**src/shared/mode_irq_pkg.sv**
```systemverilog
// Purpose: shared constants and types of the mode and interrupt unit
// Assumes: one 20 MHz system clock, registers reached by an internal strobe port
// Notes: every offset, bit position, reset value and timing count lives here
package mode_irq_pkg;
    // ==================================================================
    // register offsets
    localparam logic [3:0] ADDR_IMR = 4'h9; // interrupt enables
    localparam logic [3:0] ADDR_IFR = 4'ha; // interrupt_flag_register
    localparam logic [3:0] ADDR_SYSCTL = 4'hc; // system control
    localparam logic [3:0] ADDR_RSR = 4'hd; // reset status, wake sources
    // ==================================================================
    // flag and enable bit positions, same in both registers
    localparam int BIT_UNDERVOLT = 0;
    localparam int BIT_OVERVOLT = 1;
    localparam int BIT_OVER_TEMP = 2;
    localparam int BIT_BUS_WAKE = 3;
    localparam int BIT_STAGE_FAULT = 4;
    localparam int BIT_HALL = 5;
    localparam int BIT_WAKE_INPUT = 6;
    localparam int NUM_SRC = 7; // seven interrupt sources
    // system control bits
    localparam int BIT_STAGE_EN = 0;
    localparam int BIT_STOP = 1;
    localparam int BIT_SLEEP = 2;
    localparam int BIT_WD_EN = 3;
    // reset status bits
    localparam int BIT_WAKE_INPUT_WAKEUP = 0;
    localparam int BIT_BUS_ACTIVITY_WAKEUP = 1;
    localparam int NUM_FAULT = 8; // individual power output fault flags
    // ==================================================================
    // reset values
    localparam logic [6:0] IMR_RESET = 7'h00;
    localparam logic [6:0] IFR_RESET = 7'h00;
    localparam logic [1:0] RSR_RESET = 2'h0;
    // ==================================================================
    // timing
    localparam int CLK_HZ = 20_000_000;
    localparam int STARTUP_MONITOR_TIMEOUT_MS = 80;
    localparam int STARTUP_MONITOR_TIMEOUT_CYCLES = (CLK_HZ / 1000) * STARTUP_MONITOR_TIMEOUT_MS;
    localparam int RESET_HOLD_US = 1250;
    localparam int RESET_HOLD_CYCLES = (CLK_HZ / 1_000_000) * RESET_HOLD_US;
    localparam int MIN_DOMINANT_WAKE_US = 50;
    localparam int MIN_DOMINANT_WAKE_CYCLES =
        (CLK_HZ / 1_000_000) * MIN_DOMINANT_WAKE_US;
    localparam int IRQ_PULSE_CYCLES = 4;
    localparam int CNT_W = 21;
    localparam int WAKE_CNT_W = 10;
    // ==================================================================
    // operating modes
    typedef enum logic [2:0] {
        MODE_RESET,
        MODE_NORM_REQ,
        MODE_NORMAL,
        MODE_STOP,
        MODE_SLEEP
    } mode_type;
endpackage

```
**src/shared/pulse_link_if.sv**
```systemverilog
// Purpose: trigger in, registered pulse out, between the top and its helpers
// Assumes: both ends on i_clk_sys
// Notes: src drives trigger, dst answers with pulse
interface pulse_link_if;
    logic trigger; // level or event from the top
    logic pulse; // registered answer of the helper
    modport src(output trigger, input pulse);
    modport dst(input trigger, output pulse);
endinterface
```
**src/hw/irq_pulse_gen.sv**
```systemverilog
// Purpose: fixed-length interrupt pulse from a one-cycle trigger
// Assumes: trigger is a single-cycle event
// Notes: a new trigger during a pulse restarts its length
module irq_pulse_gen (
    input wire logic i_clk_sys,
    input wire logic i_nrst,
    input wire logic i_ce,
    pulse_link_if.dst lnk
);
    import mode_irq_pkg::*;
    typedef struct packed {
        logic [2:0] cnt; // cycles left after this one
        logic pulse; // interrupt line level
    } ip_state_type;
    ip_state_type s_reg;
    ip_state_type s_next;
    // ==================================================================
    // next state
    always_comb begin
        s_next = s_reg;
        if (lnk.trigger) begin
            s_next.cnt = 3'(IRQ_PULSE_CYCLES - 1);
            s_next.pulse = 1'b1;
        end else if (s_reg.cnt != 3'h0) begin
            s_next.cnt = s_reg.cnt - 3'h1;
        end else begin
            s_next.pulse = 1'b0;
        end
    end
    // ==================================================================
    // state register
    always_ff @(posedge i_clk_sys) begin
        if (!i_nrst) begin
            s_reg <= '0;
        end else if (i_ce) begin
            s_reg <= s_next;
        end
    end
    assign lnk.pulse = s_reg.pulse;
endmodule // irq_pulse_gen

```
**src/hw/mode_and_interrupt_unit.sv**
```systemverilog
// Purpose: operating modes, wake-up and interrupt flags of the companion die
// Assumes: register strobes and sensor levels synchronous to i_clk_sys
// Notes: i_nrst is the power-on reset; a wake from sleep acts like it
// How it works
// - sleep: regulator off, reset low, bus listens
// - sleep bit write sends device to sleep
// - sleep wakes on bus or wake input, unmasked
// - sleep wake resets and records its source
// - normal request: reset high, stages and bus off
// - normal: stages, bus on, watchdog if enabled
// - stop: limited regulator, no watchdog, no stages
// - seven maskable sources pulse the interrupt pin
// - every enable cleared after any reset
// - undervoltage sets flag, interrupt if enabled
// - overvoltage sets flag, interrupt if enabled
// - over temperature sets flag, interrupt if enabled
// - stop and sleep disable five detectors
// - stop: long dominant then rising edge flags bus
// - any output fault sets stage fault flag
// - hall edges flagged when input mode allows
// - wake input edges set its change flag
// - change and bus flags clear on one
// - active condition blocks clearing its flag
// - stage fault flag read-only, or of faults
// - missing stage enable in time forces sleep
// - stop wake gated by enables, reported by interrupt
// - wake source flags clear only by one
module mode_and_interrupt_unit #(
    parameter int unsigned STARTUP_CYCLES = mode_irq_pkg::STARTUP_MONITOR_TIMEOUT_CYCLES,
    parameter int unsigned RESET_HOLD = mode_irq_pkg::RESET_HOLD_CYCLES
) (
    input wire logic i_clk_sys,
    input wire logic i_nrst,
    input wire logic i_ce,
    input wire logic i_reg_wr,
    input wire logic i_reg_rd,
    input wire logic [3:0] i_reg_addr,
    input wire logic [7:0] i_reg_wdata,
    input wire logic i_undervolt,
    input wire logic i_overvolt,
    input wire logic i_over_temp,
    input wire logic [mode_irq_pkg::NUM_FAULT-1:0] i_stage_fault,
    input wire logic i_hall_state_flag,
    input wire logic i_hall_mode_ok,
    input wire logic i_wake_input_state_flag,
    input wire logic i_bus_dominant,
    input wire logic i_monitor_disable,
    output logic [7:0] o_reg_rdata,
    output logic o_irq,
    output logic o_regulator_on,
    output logic o_regulator_limited,
    output logic o_reset_n,
    output logic o_stages_enable,
    output logic o_bus_enable,
    output logic o_bus_wake_armed,
    output logic o_watchdog_run
);
    import mode_irq_pkg::*;
    // ==================================================================
    // state
    typedef struct packed {
        mode_type mode; // operating mode
        logic [CNT_W-1:0] cnt; // reset hold / startup monitor time
        logic [NUM_SRC-1:0] en; // interrupt enables
        logic [NUM_SRC-1:0] flag; // interrupt flags
        logic [1:0] wkf; // wake source flags
        logic stage_en; // stage_enable_bit
        logic wd_en; // watchdog enable
        logic wake_prev; // last wake input state
        logic hall_prev; // last hall state
        logic [7:0] rdata; // read data
        logic reg_on; // regulator on
        logic reg_limited; // regulator current limited
        logic rst_out_n; // reset output to the controller
        logic stages; // power stages enabled
        logic bus_en; // bus transceiver enabled
        logic bus_armed; // bus wake detection armed
        logic wd_run; // watchdog running
    } st_type;
    // regulator is up during the reset phase, reset output held low
    localparam st_type ST_RESET = '{mode: MODE_RESET, reg_on: 1'b1, default: '0};
    st_type s_reg;
    st_type s_next;
    // helper links
    pulse_link_if wake_lnk ();
    pulse_link_if irq_lnk ();
    logic irq_trig; // new enabled flag this cycle
    // ==================================================================
    // helpers
    wake_filter u_wake_filter (
        .i_clk_sys(i_clk_sys),
        .i_nrst(i_nrst),
        .i_ce(i_ce),
        .i_arm(s_reg.bus_armed),
        .lnk(wake_lnk.dst)
    );
    irq_pulse_gen u_irq_pulse_gen (
        .i_clk_sys(i_clk_sys),
        .i_nrst(i_nrst),
        .i_ce(i_ce),
        .lnk(irq_lnk.dst)
    );
    assign wake_lnk.trigger = i_bus_dominant;
    assign irq_lnk.trigger = irq_trig;
    // ==================================================================
    // combinational decode
    logic detect_on; // detectors run in normal request and normal
    logic wake_chg; // wake input state changed
    logic hall_chg; // hall state changed
    logic bus_wake; // qualified bus wake from the filter
    logic wr_ifr;
    logic wr_sys;
    logic wr_rsr;
    logic wr_imr;
    logic sleep_cmd; // sleep bit written
    logic stop_cmd; // stop bit written
    always_comb begin
        detect_on = (s_reg.mode == MODE_NORM_REQ) || (s_reg.mode == MODE_NORMAL);
        wake_chg = i_wake_input_state_flag != s_reg.wake_prev;
        hall_chg = i_hall_state_flag != s_reg.hall_prev;
        bus_wake = wake_lnk.pulse;
        wr_imr = i_reg_wr && (i_reg_addr == ADDR_IMR);
        wr_ifr = i_reg_wr && (i_reg_addr == ADDR_IFR);
        wr_sys = i_reg_wr && (i_reg_addr == ADDR_SYSCTL);
        wr_rsr = i_reg_wr && (i_reg_addr == ADDR_RSR);
        sleep_cmd = wr_sys && i_reg_wdata[BIT_SLEEP];
        stop_cmd = wr_sys && i_reg_wdata[BIT_STOP];
    end
    // ==================================================================
    // next state
    logic [NUM_SRC-1:0] set_v; // hardware sets
    logic [NUM_SRC-1:0] clr_v; // software clears
    logic [1:0] wk_set; // wake sources seen in sleep
    always_comb begin
        s_next = s_reg;
        set_v = '0;
        clr_v = '0;
        wk_set = 2'h0;
        s_next.wake_prev = i_wake_input_state_flag;
        s_next.hall_prev = i_hall_state_flag;
        // flag sources
        set_v[BIT_UNDERVOLT] = detect_on && i_undervolt;
        set_v[BIT_OVERVOLT] = detect_on && i_overvolt;
        set_v[BIT_OVER_TEMP] = detect_on && i_over_temp;
        set_v[BIT_BUS_WAKE] = (s_reg.mode == MODE_STOP) && s_reg.en[BIT_BUS_WAKE]
            && bus_wake;
        set_v[BIT_HALL] = detect_on && i_hall_mode_ok && hall_chg;
        set_v[BIT_WAKE_INPUT] = wake_chg && (detect_on
            || ((s_reg.mode == MODE_STOP) && s_reg.en[BIT_WAKE_INPUT]));
        // write one clears, zero does nothing
        if (wr_ifr) begin
            clr_v = i_reg_wdata[NUM_SRC-1:0];
        end
        // a live condition keeps its flag
        clr_v[BIT_UNDERVOLT] = clr_v[BIT_UNDERVOLT] && !i_undervolt;
        clr_v[BIT_OVERVOLT] = clr_v[BIT_OVERVOLT] && !i_overvolt;
        clr_v[BIT_OVER_TEMP] = clr_v[BIT_OVER_TEMP] && !i_over_temp;
        // set wins over a clear in the same cycle
        s_next.flag = (s_reg.flag & ~clr_v) | set_v;
        // read-only: follows the individual fault flags
        s_next.flag[BIT_STAGE_FAULT] = detect_on && (|i_stage_fault);
        // enables
        if (wr_imr) begin
            s_next.en = i_reg_wdata[NUM_SRC-1:0];
        end
        // wake source flags, cleared only by one
        if (wr_rsr) begin
            s_next.wkf = s_reg.wkf & ~i_reg_wdata[1:0];
        end
        if (wr_sys) begin
            s_next.stage_en = i_reg_wdata[BIT_STAGE_EN];
            s_next.wd_en = i_reg_wdata[BIT_WD_EN];
        end
        // mode sequencing
        case (s_reg.mode)
            MODE_RESET: begin
                // hold reset output low for the reset time
                if (s_reg.cnt >= CNT_W'(RESET_HOLD - 1)) begin
                    s_next.mode = MODE_NORM_REQ;
                    s_next.cnt = '0;
                end else begin
                    s_next.cnt = s_reg.cnt + 1'b1;
                end
            end
            MODE_NORM_REQ: begin
                if (sleep_cmd) begin
                    s_next.mode = MODE_SLEEP;
                end else if (s_next.stage_en) begin
                    s_next.mode = MODE_NORMAL;
                    s_next.cnt = '0;
                end else if (!i_monitor_disable
                        && (s_reg.cnt >= CNT_W'(STARTUP_CYCLES - 1))) begin
                    s_next.mode = MODE_SLEEP;
                end else if (!i_monitor_disable) begin
                    s_next.cnt = s_reg.cnt + 1'b1;
                end
            end
            MODE_NORMAL: begin
                if (sleep_cmd) begin
                    s_next.mode = MODE_SLEEP;
                end else if (stop_cmd) begin
                    s_next.mode = MODE_STOP;
                    s_next.stage_en = 1'b0;
                end
            end
            MODE_STOP: begin
                // controller must restart the stages before drawing current
                if (sleep_cmd) begin
                    s_next.mode = MODE_SLEEP;
                end else if (wr_sys && i_reg_wdata[BIT_STAGE_EN]) begin
                    s_next.mode = MODE_NORMAL;
                end
            end
            MODE_SLEEP: begin
                // neither source can be masked here
                wk_set[BIT_WAKE_INPUT_WAKEUP] = wake_chg;
                wk_set[BIT_BUS_ACTIVITY_WAKEUP] = bus_wake;
                if (wk_set != 2'h0) begin
                    s_next.mode = MODE_RESET;
                    s_next.cnt = '0;
                    s_next.en = IMR_RESET;
                    s_next.flag = IFR_RESET;
                    s_next.stage_en = 1'b0;
                    s_next.wd_en = 1'b0;
                end
            end
            default: begin
                s_next.mode = MODE_RESET;
                s_next.cnt = '0;
            end
        endcase
        // sleep and stop entry drop the stage enable
        if (s_next.mode == MODE_SLEEP || s_next.mode == MODE_STOP) begin
            s_next.stage_en = 1'b0;
        end
        s_next.wkf = s_next.wkf | wk_set;
        // pin levels follow the next mode
        s_next.reg_on = s_next.mode != MODE_SLEEP;
        s_next.reg_limited = s_next.mode == MODE_STOP;
        s_next.rst_out_n = !(s_next.mode == MODE_RESET || s_next.mode == MODE_SLEEP);
        s_next.stages = s_next.mode == MODE_NORMAL;
        s_next.bus_en = s_next.mode == MODE_NORMAL;
        s_next.bus_armed = s_next.mode == MODE_STOP || s_next.mode == MODE_SLEEP;
        s_next.wd_run = (s_next.mode == MODE_NORMAL) && s_next.wd_en;
        // read data register, reserved bits zero
        if (i_reg_rd) begin
            case (i_reg_addr)
                ADDR_IMR: s_next.rdata = {1'b0, s_reg.en};
                ADDR_IFR: s_next.rdata = {1'b0, s_reg.flag};
                ADDR_SYSCTL: s_next.rdata = {4'h0, s_reg.wd_en,
                    s_reg.mode == MODE_SLEEP, s_reg.mode == MODE_STOP, s_reg.stage_en};
                ADDR_RSR: s_next.rdata = {6'h00, s_reg.wkf};
                default: s_next.rdata = 8'h00;
            endcase
        end
    end
    // new flag while enabled starts one pulse
    assign irq_trig = |(s_next.flag & ~s_reg.flag & s_reg.en);
    // ==================================================================
    // state register
    always_ff @(posedge i_clk_sys) begin
        if (!i_nrst) begin
            s_reg <= ST_RESET;
        end else if (i_ce) begin
            s_reg <= s_next;
        end
    end
    // ==================================================================
    // outputs, all flip-flops
    assign o_reg_rdata = s_reg.rdata;
    assign o_irq = irq_lnk.pulse;
    assign o_regulator_on = s_reg.reg_on;
    assign o_regulator_limited = s_reg.reg_limited;
    assign o_reset_n = s_reg.rst_out_n;
    assign o_stages_enable = s_reg.stages;
    assign o_bus_enable = s_reg.bus_en;
    assign o_bus_wake_armed = s_reg.bus_armed;
    assign o_watchdog_run = s_reg.wd_run;
    // ==================================================================
    // assertions
    localparam int IRQ_LAT_MIN = 1;
    localparam int IRQ_LAT_MAX = 1;
endmodule // mode_and_interrupt_unit

```
**src/hw/wake_filter.sv**
```systemverilog
// Purpose: bus wake detector, dominant phase long enough then a rising edge
// Assumes: trigger is high while the bus is dominant, synchronous to the clock
// Notes: pulse lasts one cycle, only while armed
module wake_filter (
    input wire logic i_clk_sys,
    input wire logic i_nrst,
    input wire logic i_ce,
    input wire logic i_arm,
    pulse_link_if.dst lnk
);
    import mode_irq_pkg::*;
    typedef struct packed {
        logic [WAKE_CNT_W-1:0] cnt; // dominant length, saturating
        logic long_dom; // dominant phase already long enough
        logic pulse; // wake detected
    } wf_state_type;
    wf_state_type s_reg;
    wf_state_type s_next;
    // ==================================================================
    // next state
    always_comb begin
        s_next = s_reg;
        s_next.pulse = 1'b0;
        if (!i_arm) begin
            // disarmed: forget any partial phase
            s_next.cnt = '0;
            s_next.long_dom = 1'b0;
        end else if (lnk.trigger) begin
            if (s_reg.cnt != '1) begin
                s_next.cnt = s_reg.cnt + 1'b1;
            end
            if (s_reg.cnt >= WAKE_CNT_W'(MIN_DOMINANT_WAKE_CYCLES - 1)) begin
                s_next.long_dom = 1'b1;
            end
        end else begin
            // rising edge: short glitches never count
            s_next.pulse = s_reg.long_dom;
            s_next.cnt = '0;
            s_next.long_dom = 1'b0;
        end
    end
    // ==================================================================
    // state register
    always_ff @(posedge i_clk_sys) begin
        if (!i_nrst) begin
            s_reg <= '0;
        end else if (i_ce) begin
            s_reg <= s_next;
        end
    end
    assign lnk.pulse = s_reg.pulse;
endmodule // wake_filter

```
**config.mk**
```make
export PLATFORM = sky130hd
export DESIGN_NAME = mode_and_interrupt_unit
export DESIGN_NICKNAME = d
export VERILOG_FILES = /design/src/shared/mode_irq_pkg.sv /design/src/shared/pulse_link_if.sv /design/src/hw/irq_pulse_gen.sv /design/src/hw/mode_and_interrupt_unit.sv /design/src/hw/wake_filter.sv
export SDC_FILE = /design/constraint.sdc
export NUM_CORES = 1
export LEC_CHECK = 0
export BUFFER_PORTS_ARGS = -buffer_cell sky130_fd_sc_hd__buf_2
export CAP_MARGIN = 5
export CORE_MARGIN = 3
export CORE_UTILIZATION = 36
export CTS_BUF_LIST = sky130_fd_sc_hd__clkbuf_4
export CTS_CLUSTER_DIAMETER = 120
export DETAILED_ROUTE_END_ITERATION = 8
export GPL_ROUTABILITY_DRIVEN = 0
export SETUP_SLACK_MARGIN = 0.02
export SLEW_MARGIN = 10
export SYNTH_ARGS = -nofsm -noshare
export SYNTH_HDL_FRONTEND = slang
export SYNTH_SLANG_ARGS = --single-unit
```
**constraint.sdc**
```tcl
create_clock -name i_clk_sys -period 1.8 [get_ports i_clk_sys]
set_input_delay 0.09 -clock i_clk_sys [delete_from_list [all_inputs] [get_ports i_clk_sys]]
set_output_delay 0.09 -clock i_clk_sys [all_outputs]
set_load 0.05 [all_outputs]
```
# Word-level counts from Yosys, hierarchy flattened
# Cells that the tools add are included.
# W data, S select, Z words.
# word_totals
inputBits	33
elab_cells	141
output_inout_bits	16
regBits	74
# classes
n_lt_le_gt_ge	3
n_mux	37
n_addsub	3
bitwise_logic	10
eq_ne	22
reduce_logical	45
# op_table
op	n
$mux W21	4
$pmux W21 S4	1
$mux W38	1
$pmux W7 S4	1
$mux W24	1
$mux W3	8
$logic_and A1 B1 Y1	22
$mux W11	2
$add A21 B1 Y21 const B	1
$and A7 B7 Y7	3
$ge A21 B15 Y1 const B	1
$ge A21 B21 Y1 const B	1
$eq A4 B4 Y1 const B	4
$pmux W3 S5	1
$mux W14	1
$mux W7	2
$not A7 Y7	2
$eq A3 B2 Y1 const B	4
$ne A3 B2 Y1 const B	4
$add A10 B1 Y10 const B	1
$ge A10 B10 Y1 const B	1
$mux W10	1
$ne A10 B10 Y1 const B	1
$reduce_and A2 Y1	5
24 further kinds	47

# Depth between registers and ports, before layout
# depth
ltp_word	14
ltp_mapped	9
mapped_depth_nobuf	7

# Modules after synthesis
# A second synthesis with hierarchy kept.
# hier_totals
cells_unflattened	518
hier_area_um2	4369.2
# by_module_without_submodules
module	area_per_inst_um2	seq_area_each_um2	cells_each	n_inst
mode_and_interrupt_unit	3490.8	1141.1	422	1
wake_filter	664.4	240.2	72	1
irq_pulse_gen	214.0	80.1	24	1

# Least setup slack after synthesis
# OpenSTA, ideal clock, no wires.
# synth_timing
path_type	register to register
start	register s_reg, in the netlist o_bus_wake_armed
end	register u_wake_filter.s_reg[9] in the netlist's numbering
path_buffers	0
setup_ns	0.118
t_arrival_ns	2.010
required_ns	1.682
slack_ns	-0.328
synth_period_minus_slack_ns	2.128
path_stages_with_launch	7
cell_sequence	dfxtp_1 nand2_1 o41ai_2 nor3_1 nand3_1 xor2_1 nor2_1
# synth_via
elab_chain_len	2
elab_cells_between_ends	3
cone_classes	eq/ne (1); mux (1); reduce/logical (1)
# synth_rtl
item	line_no	text
start: declaration	mode_and_interrupt_unit.sv:82	st_type s_reg;
start signal: assignment	mode_and_interrupt_unit.sv:265	s_reg <= s_next;
$ne A3 B2 Y1 (no source line)	--	
$reduce_and A2 Y1 (no source line)	--	
end signal: assignment	wake_filter.sv:48	s_reg <= s_next;
end: declaration	wake_filter.sv:17	wf_state_type s_reg;
# Several ways; a longest one is shown, not always the timed one.
# A chain may end at the register's enable or synchronous reset.

# Worst setup path after layout
# layout_timing
start	register s_reg[56] in the netlist's numbering
end	register s_reg[49] in the netlist's numbering
# layout_via
elab_chain_len	4
elab_cells_between_ends	13
cone_classes	eq/ne (8); mux (1); bitwise (1); reduce/logical (3)
# layout_rtl
item	line_no	text
$eq A3 B2 Y1	mode_and_interrupt_unit.sv:175	case (s_reg.mode)
$reduce_or A2 Y1 (no source line)	--	
$not A1 Y1 (no source line)	--	
$reduce_and A6 Y1 (no source line)	--	
# Several ways; a longest one is shown, not always the timed one.

==> flow_metrics.py <==
metrics = {
    "run_status": {
        "status": "finished, violations left",
        "failed_checks": "negative setup slack",
    },
    "final_layout": {
        "multiInputGateArea_sq_um": 2770,
        "seqCellArea_sq_um": 1480,
        "syn2layout_area_growth_pct": 38.9,
        "fillers": 1036,
        "nNetsFinal": 677,
        "n_antenna_cell": 0,
        "largest_register_ffs": 44,
        "drive_gt1_share_pct": 39.4,
        "stdcell_area_sq_um": 5790,
    },
    "yosys": {
        "synth_seq_area_share_pct": 35.0,
        "synth_edf_count": 0,
        "synth_cell_type_count": 66,
        "synth_cells": 504,
        "netlist_area_sq_um": 4170,
        "syn_avg_cell_area_sq_um": 8.27,
        "ys_warn_count": 0,
        "ys.flop_type": "dfxtp_1",
        "syn_nets": 541,
        "async_reset_ff_share_pct": 0,
        "ys_ff_latch": 73,
    },
    "timing": {
        "setup-tns-final_ps": -1090,
        "fmax_mhz": 526,
        "hold_violations": 0,
        "min_period_ps": 1900,
        "fin_crit_sh_pct": 106,
        "fin_skew_ps": 15.2,
        "setup_violations": 26,
        "drv_slew": 0,
        "rsz0062_at_grt": "true",
        "setup_slack_ps": -102,
    },
    "floorplanning": {
        "die_h_microns": 114,
        "initial_core_util_pct": 37.6,
        "fp.coreArea_sq_um": 11100,
        "pin_count": 49,
        "die_w_microns": 114,
        "rows": 38,
        "die_area_sq_um": 12900,
    },
    "worst_setup_path": {
        "startpoint_type": "flip-flop",
        "slowest_stage": "or3b_4",
        "critPathArrivalTime_ps": 2220,
        "critical_path.max_fanout": 6,
        "timing.rr.end": "s_reg[49]",
        "reg2reg_slack_ps": -100,
        "critPathKind": "flip-flop to flip-flop",
        "r2r_cells": 7,
        "critPathLaunch": "s_reg[56]",
        "path_cells": "or3b_4, o311ai_4, a211oi_2, a21oi_4, buf_6, nor2_1, o221a_2",
        "cp_data_required_time_ps": 2110,
        "cp-end-kind": "flip-flop",
        "cpPeakStageDelay_ps": 400,
        "r2r_start": "s_reg[56]",
        "crit_path_end": "s_reg[49]",
    },
    "clocking": {
        "tritoncts": "built",
        "clkTransAtPathRegs_ps": 120,
        "ctsLongestPathBuffers": 2,
        "clkSinkCount": 73,
        "cts-root-buf": "clkbuf_4",
        "worstSkewPairLatency_ps": 410,
        "numCtsBuffers": 9,
        "htreeDepth": 3,
    },
    "detailed_routing": {
        "ant_nets": 0,
        "drt-wirelength-per-cell_microns": 15.9,
        "vias": 4405,
        "wl_microns": 12500,
        "first_pass_iters": 5,
        "drt_drc_violations_left": 0,
        "drtIter0Drc": 409,
        "via_per_inst": 5.62,
    },
    "grt": {
        "grt_pass1_wl_microns": 20500,
        "grt.overflow.total": 0,
        "grt_max_degree": 61,
        "grt_pass1_vias": 4298,
        "grt_usage_pct": 19.4,
        "antenna_found_initial": 0,
    },
    "power": {
        "p_sw_uw": 985,
        "pwr-share-seq_pct": 49.7,
        "powerDensity_nw_per_um2": 584,
        "p_total_uw": 3380,
        "swShare_pct": 29.1,
        "p_int_uw": 2400,
        "p_leak_uw": 0.00238,
        "p_clk_share_pct": 30.3,
        "p_comb_share_pct": 20.0,
        "ir_worst_vdd_mv": 0.359,
    },
    "placed_design": {
        "port_buffers": 46,
        "hpwl_microns": 8590,
        "placed_area_sq_um": 5160,
    },
    "worst_hold_path": {
        "min_path_type": "input port to flip-flop",
    },
    "flow_run": {
        "cap_violations": 0,
    },
}
==> layout by cell type (no fill, tap or decap), drive strengths merged, types with 9 or more instances in the layout <==
cell	n
buf	154
dfxtp	73
nor2	57
nand2	40
a21oi	36
o21ai	22
nand3	21
and3	20
a32oi	15
inv	14
mux2i	12
nand4	11
clkbuf	11
o41ai	10
nor4	9
==> cells by family (layout without fill, tap and decap cells) <==
| kind of cell | count (synthesis) | after routing | share of synthesized area, % |
|---|---|---|---|
| compound gates | 134 | 134 | 25.1 |
| xor+xnor | 11 | 11 | 2.31 |
| fa+ha+maj | 4 | 4 | 1.20 |
| buf+inv | 53 | 191 | 6.09 |
| flops | 73 | 73 | 35.0 |
| mux | 13 | 13 | 3.15 |
| other cells | 1 | 1 | 0.0899 |
| simple gates | 215 | 217 | 27.0 |
==> worst max-delay path: cells and delay by family (launching register included) <==
| kind | cells | cell delay (ps) |
|---|---|---|
| AOI/OAI and AO/OA | 4 | 860 |
| and+or+nand+nor | 2 | 450 |
| DFF | 1 | 330 |
| buffers and inverters | 1 | 160 |
==> synthesized netlist by cell type, types with 3 or more instances <==
| library cell | number | area share [%] |
|---|---|---|
| dfxtp_1 | 73 | 35 |
| nor4_1 | 9 | 1.4 |
| a21oi_1 | 34 | 4.1 |
| ha_1 | 4 | 1.2 |
| o211ai_1 | 4 | 0.72 |
| buf_4 | 10 | 1.8 |
| a31oi_1 | 3 | 0.45 |
| nand3_1 | 21 | 2.5 |
| and3_1 | 20 | 3.0 |
| a32oi_1 | 15 | 3.2 |
| xnor2_1 | 8 | 1.7 |
| nor3_1 | 8 | 0.96 |
| mux2i_1 | 12 | 2.9 |
| or3_1 | 6 | 0.90 |
| nand4_1 | 11 | 1.7 |
| a22oi_1 | 5 | 0.90 |
| or2_2 | 6 | 0.90 |
| o31ai_1 | 3 | 0.54 |
| and2_1 | 5 | 0.75 |
| xor2_1 | 3 | 0.63 |
| nand4b_1 | 3 | 0.63 |
| o41ai_2 | 10 | 3.9 |
| nor2b_1 | 5 | 0.75 |
| o211a_1 | 4 | 0.96 |
| a21boi_0 | 3 | 0.54 |
| o22ai_1 | 3 | 0.45 |
| inv_1 | 14 | 1.3 |
| buf_2 | 8 | 0.96 |
| nor2_1 | 57 | 5.1 |
| or4_1 | 5 | 0.90 |
| o21ai_0 | 22 | 2.6 |
| o221a_2 | 3 | 0.81 |
| nand2_1 | 40 | 3.6 |
| nand3b_1 | 5 | 0.90 |
| a32o_1 | 3 | 0.72 |
| clkbuf_1 | 20 | 1.8 |
==> metal layers <==
metal | vias to the layer above | wire length [microns] | track usage (%)
met5 | - | 0 | 0
met1 | 2118 | 5540 | 25.0
met4 | 0 | 235 | 6.41
met3 | 23 | 652 | 3.34
met2 | 120 | 6050 | 32.8
li1 | 2144 | - | -
==> power groups by stage <==
stage	Sequential [uW]	Clock, uW	Combinational, uW
final	1680	1020	676
after global routing	1690	1120	739
after CTS	1680	1050	646
after detailed placement	1710	0	556
after global placement	1710	0	541
after floorplan	1730	0	335
==> per-stage QoR <==
step           util, %  worst slack (ps)  hold WS (ps)  cells
6_report          52.3              -102          90.2    784
5_1_grt           52.3              -201          80.3    784
4_1_cts           51.3             -96.6          58.9    779
3_5_place_dp      46.6              -134           344    743
3_3_place_gp      46.6              -108           332    743
2_1_floorplan        -             -6.38           237    504
==> final cells by class <==
class                   count  share of cell area (%)
flip-flops and latches     73                    25.6
multi-input cells         380                    47.8
repair buffers            162                    20.5
well taps                 140                    3.02
inverters                  14                   0.907
clock buffers              11                    1.43
clock inverters             4                   0.778
==> repair_timing <==
action                                  CTS  global route
pin swaps                                28            19
setup buffers                            11             5
resized for setup                        48            26
gates cloned                              2             0
hold buffers                              8             0
hold endpoints to repair                  8             0
endpoints found under the setup margin   32            41
==> worst min path at each step <==
stage                         from   endpoint  depth (start not counted)
floorplan           i_reg_wdata[0]  s_reg[28]                          2
global placement    i_reg_wdata[4]  s_reg[32]                          3
detailed placement  i_reg_wdata[4]  s_reg[32]                          3
CTS                    i_over_temp  s_reg[23]                          4
global route        i_hall_mode_ok  s_reg[26]                          4
finish              i_hall_mode_ok  s_reg[26]                          4
No activity file was read; power rests on OpenSTA's default activity.
